File: src/serial_port_pkg.sv
// Package for the asynchronous serial port core: offsets, layouts, resets.
// Assumes a single core clock and a base-clock enable pulse from outside.
package serial_port_pkg;

    ////////////////////////////////////////////////////////////////////////
    // Register offsets on the plain register port
    localparam logic [2:0] OFF_MODE     = 3'h0; // Mode control, read/write
    localparam logic [2:0] OFF_ERR_STAT = 3'h1; // Error status, read clears
    localparam logic [2:0] OFF_TX_STAT  = 3'h2; // Transmit status, read only
    localparam logic [2:0] OFF_RX_BUF   = 3'h3; // Receive buffer, read only
    localparam logic [2:0] OFF_TX_BUF   = 3'h4; // Transmit buffer, write only
    localparam logic [2:0] OFF_MODE_BIT = 3'h5; // Single-bit write of mode

    // Single-bit write layout: value bit and bit index
    localparam int BITWR_VAL_POS = 7;       // New bit value
    localparam int BITWR_IDX_LSB = 0;       // Index, three bits wide

    ////////////////////////////////////////////////////////////////////////
    // Mode register layout, most significant field first
    typedef struct packed {
        logic       unit_enable;            // Bit 7: clock and reset gate
        logic       transmit_enable;        // Bit 6
        logic       receive_enable;         // Bit 5
        logic [1:0] parity_select;          // Bits 4:3, hi then lo
        logic       char_length_sel;        // Bit 2: 0 seven, 1 eight
        logic       stop_length_sel;        // Bit 1: 0 one, 1 two
        logic       error_irq_mode;         // Bit 0
    } mode_t;

    // Error status layout
    typedef struct packed {
        logic       parity_error_flag;      // Bit 2
        logic       framing_error_flag;     // Bit 1
        logic       overrun_flag;           // Bit 0
    } err_stat_t;

    // Parity field codes
    localparam logic [1:0] PAR_NONE = 2'h0; // No parity bit
    localparam logic [1:0] PAR_ZERO = 2'h1; // Zero bit, never judged
    localparam logic [1:0] PAR_ODD  = 2'h2; // Odd parity
    localparam logic [1:0] PAR_EVEN = 2'h3; // Even parity

    ////////////////////////////////////////////////////////////////////////
    // Reset values
    localparam logic [7:0] MODE_RST     = 8'h01; // Mode control
    localparam logic [2:0] ERR_RST      = 3'h0;  // Error status
    localparam logic [7:0] RX_BUF_RST   = 8'hFF; // Receive buffer
    localparam logic [7:0] TX_BUF_RST   = 8'h00; // Transmit buffer
    localparam logic [7:0] RDATA_RST    = 8'h00; // Read data

    // Transmit status bit positions
    localparam int TXST_FULL_POS  = 1;      // Buffer holds next char
    localparam int TXST_SHIFT_POS = 0;      // Frame in progress

    // Base-clock ticks per serial bit (default)
    localparam int BASE_TICKS_PER_BIT = 16;

endpackage

File: src/async_serial_port_core.sv
// Asynchronous serial port core: mode, status, buffers, framer, receiver.
// Assumes base_tick_i is a one-cycle enable from an outside baud divider,
// and that serial_in_pin_i is already synchronous to core_clk_i.
//
// Summary of operation
// - Shift serial input, load receive buffer after stop
// - Seven-bit characters read zero in bit seven
// - Buffer load raises reception-complete interrupt
// - Transmit buffer write starts transmission when enabled
// - Frame end raises transmission-complete interrupt
// - Frame with start, parity, stop bits per mode
// - Mode register byte or bit access, reset 01H
// - Unit disabled holds port reset, clears status
// - Unit enable falling initialises port registers except transmit buffer
// - Serial output high whenever transmission disabled
// - Section reinit by clearing enable two base clocks
// - Parity field: none, zero, odd, even
// - Zero parity never sets parity error
// - Length bit selects seven or eight bits
// - Stop bit count transmit only, receive one
// - Error mode steers error to one interrupt
// - Reception disabled: no start, no shift, buffer kept
// - Reception enabled: start bit begins frame reception
// - Error status read clears, enable clears too
// - Overrun sets flag and discards new character
// - Framing error checks only first stop bit
module async_serial_port_core #(
    parameter int TICKS_PER_BIT = serial_port_pkg::BASE_TICKS_PER_BIT
) (
    input  wire logic       core_clk_i,          // Core clock, 10 MHz
    input  wire logic       resetn_i,            // Async reset, active low
    input  wire logic [2:0] reg_addr_i,          // Register offset
    input  wire logic [7:0] reg_wdata_i,         // Write data
    input  wire logic       reg_wr_i,            // Write strobe
    input  wire logic       reg_rd_i,            // Read strobe
    output logic      [7:0] reg_rdata_o,         // Read data, next cycle
    input  wire logic       base_tick_i,         // Base-clock enable pulse
    input  wire logic       serial_in_pin_i,     // Receive line
    output logic            serial_out_pin_o,    // Transmit line
    output logic            rx_complete_irq_o,   // Reception complete pulse
    output logic            rx_error_irq_o,      // Reception error pulse
    output logic            tx_complete_irq_o    // Transmission done pulse
);

    ////////////////////////////////////////////////////////////////////////
    // Declarations
    localparam int TW = $clog2(TICKS_PER_BIT + 1);
    localparam logic [TW-1:0] TICK_LAST = TW'(TICKS_PER_BIT - 1);
    localparam logic [TW-1:0] TICK_HALF = TW'(TICKS_PER_BIT / 2 - 1);
    typedef enum logic [1:0] {RX_IDLE, RX_START, RX_BITS, RX_STOP} rx_st_t;
    typedef enum logic {TX_IDLE, TX_SHIFT} tx_st_t;
    serial_port_pkg::mode_t     mode_r;          // Mode control register
    serial_port_pkg::mode_t     mode_nxt;        // Mode after a write
    serial_port_pkg::err_stat_t err_r;           // Error flags
    logic [7:0]  rx_buf_r;                       // Receive buffer
    logic        rx_unread_r;                    // Buffer not yet read
    logic [7:0]  tx_buf_r;                       // Transmit buffer
    logic        tx_full_r;                      // Buffer holds next char
    logic        tx_shifting_r;                  // Frame in progress
    logic [7:0]  reg_rdata_r;                    // Registered read data
    rx_st_t      rx_st_r;                        // Receiver state
    logic [TW-1:0] rx_tick_r;                    // Ticks within a bit
    logic [3:0]  rx_bit_r;                       // Bits received so far
    logic [8:0]  rx_sh_r;                        // Data plus parity
    tx_st_t      tx_st_r;                        // Transmitter state
    logic [TW-1:0] tx_tick_r;                    // Ticks within a bit
    logic [3:0]  tx_left_r;                      // Bits left in frame
    logic [11:0] tx_sh_r;                        // Frame shift register
    logic        port_run;                       // Unit enabled
    logic        tx_run;                         // Transmit section running
    logic        rx_run;                         // Receive section running
    logic        wr_mode;                        // Any mode write
    logic        rd_err;                         // Error status read
    logic        rd_rxb;                         // Receive buffer read
    logic        wr_txb;                         // Transmit buffer write
    logic [3:0]  char_len;                       // 7 or 8
    logic        par_on;                         // Parity bit present
    logic        tx_load;                        // Buffer to shifter
    logic        tx_done;                        // Last stop bit ended
    logic        rx_done;                        // Stop bit sampled
    logic        rx_pe;                          // Parity mismatch
    logic        rx_fe;                          // Stop bit low
    logic        rx_ove;                         // Buffer still unread
    logic [7:0]  rx_data;                        // Masked character
    logic [11:0] tx_frame;                       // Assembled frame
    logic [3:0]  tx_nbits;                       // Bits in frame

    ////////////////////////////////////////////////////////////////////////
    // Decode and mode fields
    // disabled unit holds sections
    assign port_run = mode_r.unit_enable;
    assign tx_run   = port_run & mode_r.transmit_enable;
    assign rx_run   = port_run & mode_r.receive_enable;
    assign wr_mode  = reg_wr_i & ((reg_addr_i == serial_port_pkg::OFF_MODE) |
                      (reg_addr_i == serial_port_pkg::OFF_MODE_BIT));
    assign rd_err   = reg_rd_i & (reg_addr_i == serial_port_pkg::OFF_ERR_STAT);
    assign rd_rxb   = reg_rd_i & (reg_addr_i == serial_port_pkg::OFF_RX_BUF);
    assign wr_txb   = reg_wr_i & (reg_addr_i == serial_port_pkg::OFF_TX_BUF);
    // length bit selects 7 or 8
    assign char_len = mode_r.char_length_sel ? 4'h8 : 4'h7;
    assign par_on   = (mode_r.parity_select != serial_port_pkg::PAR_NONE);
    // Mode value after a byte or single-bit write
    always_comb begin
        mode_nxt = mode_r;
        if (reg_addr_i == serial_port_pkg::OFF_MODE) begin
            mode_nxt = serial_port_pkg::mode_t'(reg_wdata_i);
        end else begin
            mode_nxt[reg_wdata_i[serial_port_pkg::BITWR_IDX_LSB +: 3]] =
                reg_wdata_i[serial_port_pkg::BITWR_VAL_POS];
        end
    end

    ////////////////////////////////////////////////////////////////////////
    // Mode register
    always_ff @(posedge core_clk_i or negedge resetn_i) begin
        if (!resetn_i) begin
            mode_r <= serial_port_pkg::mode_t'(serial_port_pkg::MODE_RST);
        end else if (wr_mode) begin
            if (mode_r.unit_enable && !mode_nxt.unit_enable) begin
                mode_r <= serial_port_pkg::mode_t'(serial_port_pkg::MODE_RST);
            end else begin
                mode_r <= mode_nxt;
            end
        end
    end

    ////////////////////////////////////////////////////////////////////////
    // Read port: data stands one cycle after the strobe
    always_ff @(posedge core_clk_i or negedge resetn_i) begin
        if (!resetn_i) begin
            reg_rdata_r <= serial_port_pkg::RDATA_RST;
        end else if (reg_rd_i) begin
            case (reg_addr_i)
                serial_port_pkg::OFF_MODE:     reg_rdata_r <= mode_r;
                serial_port_pkg::OFF_ERR_STAT: reg_rdata_r <= {5'h00, err_r};
                serial_port_pkg::OFF_TX_STAT:  reg_rdata_r <= {6'h00,
                                                   tx_full_r, tx_shifting_r};
                serial_port_pkg::OFF_RX_BUF:   reg_rdata_r <= rx_buf_r;
                default:                       reg_rdata_r <= 8'h00;
            endcase
        end else begin
            // Data valid only in the cycle after the strobe
            reg_rdata_r <= serial_port_pkg::RDATA_RST;
        end
    end
    assign reg_rdata_o = reg_rdata_r;
    ////////////////////////////////////////////////////////////////////////
    // Transmit frame assembly
    always_comb begin
        logic par_bit;
        par_bit  = 1'b0;
        tx_frame = 12'hFFF;                      // Idle ones fill stop bits
        tx_frame[0] = 1'b0;
        for (int i = 0; i < 8; i++) begin
            if (4'(i) < char_len) begin
                tx_frame[i + 1] = tx_buf_r[i];
            end
        end
        case (mode_r.parity_select)
            serial_port_pkg::PAR_ODD:  par_bit = ~^(tx_buf_r & {
                                           mode_r.char_length_sel, 7'h7F});
            serial_port_pkg::PAR_EVEN: par_bit = ^(tx_buf_r & {
                                           mode_r.char_length_sel, 7'h7F});
            default:                   par_bit = 1'b0;
        endcase
        if (par_on) begin
            tx_frame[char_len + 4'h1] = par_bit;
        end
        tx_nbits = 4'h2 + char_len + {3'h0, par_on} +
                   {3'h0, mode_r.stop_length_sel};
    end
    // load when shifter free and enabled
    assign tx_load = tx_run && tx_full_r && (tx_st_r == TX_IDLE);
    assign tx_done = (tx_st_r == TX_SHIFT) && base_tick_i &&
                     (tx_tick_r == TICK_LAST) && (tx_left_r == 4'h1);
    ////////////////////////////////////////////////////////////////////////
    // Transmit buffer and its full flag
    always_ff @(posedge core_clk_i or negedge resetn_i) begin
        if (!resetn_i) begin
            tx_buf_r  <= serial_port_pkg::TX_BUF_RST;
            tx_full_r <= 1'b0;
        end else if (!tx_run) begin
            // Disabled section drops any pending character
            tx_full_r <= 1'b0;
        end else if (wr_txb) begin
            // Write wins; overwriting a full buffer is not guaranteed
            tx_buf_r  <= reg_wdata_i;
            tx_full_r <= 1'b1;
        end else if (tx_load) begin
            tx_full_r <= 1'b0;
        end
    end

    ////////////////////////////////////////////////////////////////////////
    // Transmit shifter
    always_ff @(posedge core_clk_i or negedge resetn_i) begin
        if (!resetn_i) begin
            tx_st_r       <= TX_IDLE;
            tx_tick_r     <= '0;
            tx_left_r     <= 4'h0;
            tx_sh_r       <= 12'hFFF;
            tx_shifting_r <= 1'b0;
        end else if (!tx_run) begin
            tx_st_r       <= TX_IDLE;
            tx_sh_r       <= 12'hFFF;
            tx_shifting_r <= 1'b0;
        end else begin
            case (tx_st_r)
                TX_IDLE: begin
                    if (tx_load) begin
                        tx_sh_r       <= tx_frame;
                        tx_left_r     <= tx_nbits;
                        tx_tick_r     <= '0;
                        tx_shifting_r <= 1'b1;
                        tx_st_r       <= TX_SHIFT;
                    end
                end
                TX_SHIFT: begin
                    if (base_tick_i) begin
                        if (tx_tick_r == TICK_LAST) begin
                            tx_tick_r <= '0;
                            tx_sh_r   <= {1'b1, tx_sh_r[11:1]};
                            tx_left_r <= tx_left_r - 4'h1;
                            if (tx_left_r == 4'h1) begin
                                tx_st_r       <= TX_IDLE;
                                tx_shifting_r <= 1'b0;
                            end
                        end else begin
                            tx_tick_r <= tx_tick_r + TW'(1);
                        end
                    end
                end
                default: tx_st_r <= TX_IDLE;
            endcase
        end
    end
    assign serial_out_pin_o = tx_run ? tx_sh_r[0] : 1'b1;
    ////////////////////////////////////////////////////////////////////////
    // Receive result evaluation at the stop-bit sample
    always_comb begin
        logic par_rx;
        par_rx  = 1'b0;
        // bit seven zero for short chars
        rx_data = mode_r.char_length_sel ? rx_sh_r[7:0] :
                                           {1'b0, rx_sh_r[6:0]};
        par_rx  = mode_r.char_length_sel ? rx_sh_r[8] : rx_sh_r[7];
        case (mode_r.parity_select)
            serial_port_pkg::PAR_ODD:  rx_pe = ~(^{rx_data, par_rx});
            serial_port_pkg::PAR_EVEN: rx_pe = ^{rx_data, par_rx};
            default:                   rx_pe = 1'b0;
        endcase
    end
    assign rx_done = (rx_st_r == RX_STOP) && base_tick_i &&
                     (rx_tick_r == TICK_LAST);
    assign rx_fe   = !serial_in_pin_i;
    // A read in the same cycle counts as done first
    assign rx_ove  = rx_unread_r && !rd_rxb;
    ////////////////////////////////////////////////////////////////////////
    // Receiver sequencer
    always_ff @(posedge core_clk_i or negedge resetn_i) begin
        if (!resetn_i) begin
            rx_st_r   <= RX_IDLE;
            rx_tick_r <= '0;
            rx_bit_r  <= 4'h0;
            rx_sh_r   <= 9'h000;
        end else if (!rx_run) begin
            rx_st_r <= RX_IDLE;
        end else if (base_tick_i) begin
            case (rx_st_r)
                RX_IDLE: begin
                    if (!serial_in_pin_i) begin
                        rx_st_r   <= RX_START;
                        rx_tick_r <= '0;
                    end
                end
                RX_START: begin
                    if (rx_tick_r == TICK_HALF) begin
                        rx_tick_r <= '0;
                        rx_bit_r  <= 4'h0;
                        rx_st_r   <= serial_in_pin_i ? RX_IDLE : RX_BITS;
                    end else begin
                        rx_tick_r <= rx_tick_r + TW'(1);
                    end
                end
                RX_BITS: begin
                    if (rx_tick_r == TICK_LAST) begin
                        rx_tick_r <= '0;
                        rx_sh_r[rx_bit_r] <= serial_in_pin_i;
                        rx_bit_r  <= rx_bit_r + 4'h1;
                        if (rx_bit_r + 4'h1 == char_len + {3'h0, par_on}) begin
                            rx_st_r <= RX_STOP;
                        end
                    end else begin
                        rx_tick_r <= rx_tick_r + TW'(1);
                    end
                end
                RX_STOP: begin
                    if (rx_tick_r == TICK_LAST) begin
                        rx_st_r <= RX_IDLE;
                    end else begin
                        rx_tick_r <= rx_tick_r + TW'(1);
                    end
                end
                default: rx_st_r <= RX_IDLE;
            endcase
        end
    end

    ////////////////////////////////////////////////////////////////////////
    // Receive buffer and its unread flag
    always_ff @(posedge core_clk_i or negedge resetn_i) begin
        if (!resetn_i) begin
            rx_buf_r    <= serial_port_pkg::RX_BUF_RST;
            rx_unread_r <= 1'b0;
        end else if (!port_run) begin
            rx_buf_r    <= serial_port_pkg::RX_BUF_RST;
            rx_unread_r <= 1'b0;
        end else if (rx_done && rx_run && !rx_ove) begin
            rx_buf_r    <= rx_data;
            rx_unread_r <= 1'b1;
        end else if (rd_rxb) begin
            rx_unread_r <= 1'b0;
        end
    end

    ////////////////////////////////////////////////////////////////////////
    // Error status flags
    always_ff @(posedge core_clk_i or negedge resetn_i) begin
        if (!resetn_i) begin
            err_r <= serial_port_pkg::err_stat_t'(serial_port_pkg::ERR_RST);
        end else if (!rx_run) begin
            err_r <= serial_port_pkg::err_stat_t'(serial_port_pkg::ERR_RST);
        end else if (rx_done) begin
            // Set wins over a read in the same cycle
            err_r.parity_error_flag  <= rx_pe |
                                        (err_r.parity_error_flag & !rd_err);
            err_r.framing_error_flag <= rx_fe |
                                        (err_r.framing_error_flag & !rd_err);
            err_r.overrun_flag       <= rx_ove |
                                        (err_r.overrun_flag & !rd_err);
        end else if (rd_err) begin
            err_r <= serial_port_pkg::err_stat_t'(serial_port_pkg::ERR_RST);
        end
    end

    ////////////////////////////////////////////////////////////////////////
    // Interrupt request pulses, registered
    always_ff @(posedge core_clk_i or negedge resetn_i) begin
        if (!resetn_i) begin
            rx_complete_irq_o <= 1'b0;
            rx_error_irq_o    <= 1'b0;
            tx_complete_irq_o <= 1'b0;
        end else begin
            tx_complete_irq_o <= tx_done && tx_run;
            if (rx_done && rx_run) begin
                if (rx_pe || rx_fe || rx_ove) begin
                    rx_complete_irq_o <= mode_r.error_irq_mode;
                    rx_error_irq_o    <= !mode_r.error_irq_mode;
                end else begin
                    rx_complete_irq_o <= 1'b1;
                    rx_error_irq_o    <= 1'b0;
                end
            end else begin
                rx_complete_irq_o <= 1'b0;
                rx_error_irq_o    <= 1'b0;
            end
        end
    end
endmodule

File: config.mk
export PLATFORM = sky130hd
export DESIGN_NAME = async_serial_port_core
export DESIGN_NICKNAME = d
export VERILOG_FILES = /design/src/serial_port_pkg.sv /design/src/async_serial_port_core.sv
export SDC_FILE = /design/constraint.sdc
export NUM_CORES = 1
export LEC_CHECK = 0
export BUFFER_PORTS_ARGS = -buffer_cell sky130_fd_sc_hd__buf_2
export CORE_ASPECT_RATIO = 0.7
export CORE_MARGIN = 2
export CORE_UTILIZATION = 55
export CTS_CLUSTER_DIAMETER = 40
export DETAILED_ROUTE_END_ITERATION = 10
export GPL_ROUTABILITY_DRIVEN = 1
export PLACE_DENSITY = 0.78
export SETUP_SLACK_MARGIN = 0.1
export SLEW_MARGIN = 20
export SYNTH_ARGS = -nofsm -noshare
export SYNTH_HDL_FRONTEND = slang
export SYNTH_SLANG_ARGS = --single-unit
File: constraint.sdc
create_clock -name core_clk_i -period 6.06 [get_ports core_clk_i]
set_clock_uncertainty 0.1 [all_clocks]
set_input_delay 1.212 -clock core_clk_i [delete_from_list [all_inputs] [get_ports core_clk_i]]
set_output_delay 1.212 -clock core_clk_i [all_outputs]
set_load 0.1 [all_outputs]
* Yosys cells after proc, flatten, opt, wreduce, memory -nomap -nowiden *
Index checks and enable logic that the tools add are counted.

word-level totals
  output and inout bits = 12
  input bits = 17
  word-level logic and storage cells = 226
  flip-flop bits (word level) = 83

cells by class
  add/sub/neg operators = 9
  mux-type cells = 85
  bitwise operators = 16
  reduce and logical (&&, ||, !) cells = 39
  order comparisons = 14
  equality and inequality tests = 36

operators by type and width
  kind                   count
  $mux W12               5
  $mux W8                6
  $mux W5                7
  $mux W1                33
  $pmux W8 S4            1
  $mux W4                6
  $pmux W12 S2           1
  $pmux W5 S4            1
  $ne A3 B3 Y1 const B   6
  $lt A3 B4 Y1 const A   4
  $mux W2                8
  $pmux W4 S2            2
  $reduce_and A4 Y1      4
  $logic_and A1 B1 Y1    15
  $ne A2 B2 Y1 const B   7
  $add A4 B1 Y4          3
  $bwmux W12             1
  $add A5 B1 Y5 const B  2
  $eq A5 B4 Y1 const B   2
  $lt A4 B5 Y1 const B   2
  $pmux W5 S2            1
  $and A1 B1 Y1          9
  $bwmux W9              1
  $mux W3                3
  other kinds (39)       69

* Logic depth before layout (Yosys ltp) *
  depth in word-level cells = 11
  depth in mapped cells = 10
  gate-level depth less buffers = 9

* Least setup slack after synthesis *
OpenSTA, ideal clock, no wires.

  kind = reg2out
  from = register mode_r, in the netlist port_run
  to = output serial_out_pin_o
  stages on the path, launching flop included = 4
  setup slack = 3.241 ns
  path buffers = 1
  arrival time = 1.507 ns
  data required time = 4.748 ns
  path through = dfrtp_1 and2_1 clkbuf_1 nand2b_1

on the way
  cells in the longest elaborated chain, start to end = 2

RTL lines
  item                    RTL line                       RTL
  start, declared         async_serial_port_core.sv:52   serial_port_pkg::mode_t mode_r;
  start signal, assigned  async_serial_port_core.sv:117  mode_r <= serial_port_pkg::mode_t'(serial_port_pkg::MODE_RST);
  start signal, assigned  async_serial_port_core.sv:120  mode_r <= serial_port_pkg::mode_t'(serial_port_pkg::MODE_RST);
  start signal, assigned  async_serial_port_core.sv:122  mode_r <= mode_nxt;
  $and A1 B1 Y1           async_serial_port_core.sv:92   assign tx_run = port_run & mode_r.transmit_enable;
  $mux W1                 async_serial_port_core.sv:237  assign serial_out_pin_o = tx_run ? tx_sh_r[0] : 1'b1;
  end, declared           async_serial_port_core.sv:39   output logic serial_out_pin_o,

No other way between the ends.

* Worst setup path in the final report *
Same ends and word-level chain as after synthesis.

==> results.py <==
metrics = {
    "critical_path": {
        "worstPathMaxFanout": 16,
        "worstSetupPathType": "reg2out",
        "required_ns": 4.75,
        "critPathBufInv": 1,
        "cpPeakStageDelay_ns": 0.67,
        "crit_path_start_kind": "flip-flop",
        "crit_chain": "and2_1 > nand2b_1 > buf_2",
        "end_kind": "output pin",
        "reg2reg_slack_ns": 3.53,
        "critical_path.top_delay_family": "flip-flops",
        "arrival_ns": 1.97,
        "worstRegToRegCells": 8,
        "cp_slowest_cell": "dfrtp_1",
        "path_depth": 3,
    },
    "timing": {
        "layout_setup_ws_ns": 2.775,
        "fmax_mhz": 304.4,
        "hold_ws_ns": 0.3909,
        "tightest_slew_ns": 0.7767,
        "slew_headroom_pct": 48.22,
        "drv_slew": 0,
        "layout_min_cycle_time_ns": 3.285,
        "final.period_utilization_pct": 54.20,
        "finalHoldViolations": 0,
        "setup_viol": 0,
        "rsz0062_at_grt": "false",
        "fin_tns_setup_ns": 0,
    },
    "routing": {
        "drtIter0Drc": 299,
        "dr.pass1.iters": 5,
        "num_vias": 3618,
        "ant_nets": 0,
        "drc": 0,
        "drt-wirelength-per-cell_um": 17.08,
        "wl_um": 10280,
        "via_per_inst": 6.010,
    },
    "global_route": {
        "gr-total-overflow": 0,
        "antenna_found_initial": 0,
        "grt_pass1_vias": 3464,
        "grt_pass1_wl_um": 17480,
        "grt_usage_pct": 24.82,
        "grt_max_degree": 82,
    },
    "layout": {
        "design_area_mm2": 0.005010,
        "nFillCells": 643,
        "nets": 530,
        "drive_above_1_share_pct": 19.16,
        "n_antenna_cell": 0,
        "multi_input_area_mm2": 0.002355,
        "final_core_util_pct": 63.10,
        "regArea_mm2": 0.002051,
        "area_growth_pct": 10.30,
    },
    "synth": {
        "yosys.area.top_type_share_pct": 34.16,
        "ys_async_sr_fraction_pct": 100.0,
        "syn_nets": 512,
        "ys_seq_area_share_pct": 45.15,
        "syn_inst": 478,
        "synth-seq-cells": 81,
        "netlist_top_cells_area": "dfrtp_1 (34%), dfstp_2 (11%), nand2_1 (6.5%)",
        "ys_types": 58,
        "synth_edf_count": 0,
        "synth_flop_cell": "dfrtp_1",
        "synth_area_mm2": 0.004542,
        "yosys.area.top_type": "dfrtp_1",
        "yosys_warnings": 0,
        "syn_area_per_cell_um2": 9.502,
    },
    "power": {
        "p_clk_share_pct": 37.4,
        "p_int_w": 0.0009573,
        "p_leak_nw": 2.119,
        "vdd_drop_max_uv": 181.3,
        "p_sw_w": 0.0003989,
        "p_sw_share_pct": 29.41,
        "pwr-share-comb_pct": 16.6,
        "powerDensity_mw_per_mm2": 270.7,
        "seqPwrFrac_pct": 45.9,
    },
    "clocking": {
        "clk_latency_ns": 0.34,
        "clkTransAtPathRegs_ns": 0.06,
        "postCtsSetupRepairBufs": 0,
        "htreeDepth": 3,
        "cts_tree": "yes",
        "clockRootBuffer": "clkbuf_16",
        "clock-sinks": 81,
        "cts_buffers": 9,
        "cts_resized": 0,
        "hold_buffers": 0,
        "cts.path.max_buffers": 2,
    },
    "floorplanning": {
        "die_area_mm2": 0.009013,
        "design.portCount": 29,
        "start_util_pct": 57.21,
        "die_x_um": 112.6,
        "rows": 27,
        "core_mm2": 0.007939,
        "die_h_um": 80.03,
    },
    "placed_design": {
        "post_dp_cell_area_mm2": 0.004720,
        "io_buffers": 28,
        "dp_slack_ns": 2.675,
        "dp_hpwl_um": 7230,
        "place_congestion": 0.8736,
    },
    "hold_path": {
        "hp-class": "reg2reg",
        "hold_depth": 2,
    },
    "flow_run": {
        "maxCapViolations": 0,
    },
    "run_status": {
        "outcome": "finished, final reports clean",
    },
}
power by group through the flow:
| stage | combinational [W] | sequential [W] | clock [W] |
|---|---|---|---|
| 2_1_floorplan | 0.000169 | 0.000620 | 0 |
| 3_3_place_gp | 0.000215 | 0.000629 | 0 |
| 3_5_place_dp | 0.000224 | 0.000630 | 0 |
| 4_1_cts | 0.000225 | 0.000621 | 0.000515 |
| 5_1_grt | 0.000249 | 0.000627 | 0.000537 |
| 6_report | 0.000226 | 0.000623 | 0.000508 |
kinds of logic after synthesis:
family / synth area share [%]
simple gates: 20.17
fa+ha+maj: 4.683
xor+xnor: 4.352
compound gates: 12.81
flops: 45.15
buf+inv: 3.250
mux: 9.587
synth_stat cells, drive strengths merged, types with 11 or more instances:
cell,count
nor2,31
clkbuf,11
xnor2,16
nand3,26
nand2,80
nor3,11
mux2,24
ha,17
dfstp,19
o21ai,34
mux2i,12
a21oi,22
dfrtp,62
inv,15
stage by stage:
stage | std cells | total power (W)
6_report | 602 | 0.001356
5_1_grt | 602 | 0.001413
4_1_cts | 602 | 0.001361
3_5_place_dp | 586 | 0.0008540
3_3_place_gp | 586 | 0.0008439
2_1_floorplan | 478 | 0.0007883
routing by layer:
layer	GRT usage, %	vias up	wire length (um)
li1	-	1706	-
met1	36.39	1762	5006
met2	37.60	134	4553
met3	4.784	16	587
met4	7.195	0	136
met5	0	-	0
layout by cell type (no fill, tap or decap), types with 10 or more instances in the layout:
cell,instances
dfrtp_1,62
nand3_1,26
nand2b_1,10
mux2_2,21
a21oi_1,22
buf_2,27
inv_1,15
nor2_1,31
ha_1,17
dfstp_2,19
mux2i_1,12
xnor2_1,16
nand2_1,79
o21ai_0,33
state kept, by name (all words and copies together) (netlist names), 5 cells and up:
| register | cells |
|---|---|
| tx_sh_r | 10 |
| rx_sh_r | 9 |
| reg_rdata_o | 8 |
| rx_buf_r | 8 |
| tx_buf_r | 8 |
| mode_r | 7 |
| rx_tick_r | 5 |
| tx_tick_r | 5 |
tightest hold or removal path: cells and delay by family, from the launching register on:
| family | cells | cell delay, ns |
|---|---|---|
| AND/OR/NAND/NOR | 2 | 0.11 |
| flip-flops | 1 | 0.36 |
final cells by class:
class                   count  share of cell area, %
repair buffers             28                  2.922
clock inverters             4                 0.5744
well taps                 101                  2.522
inverters                  15                  1.124
clock buffers              12                  4.920
multi-input cells         361                  47.00
flip-flops and latches     81                  40.93
worst paths after layout:
path,start,end
min reg2reg,rx_buf_r[2],rx_buf_r[2]
max,port_run,serial_out_pin_o
min,rx_buf_r[2],rx_buf_r[2]
max in group asynchronous,resetn_i,rx_sh_r[7]
max reg2reg,rx_tick_r[0],rx_buf_r[3]
min in group asynchronous,resetn_i,tx_buf_r[6]
Note: power is estimated with default switching activity, not from simulation.
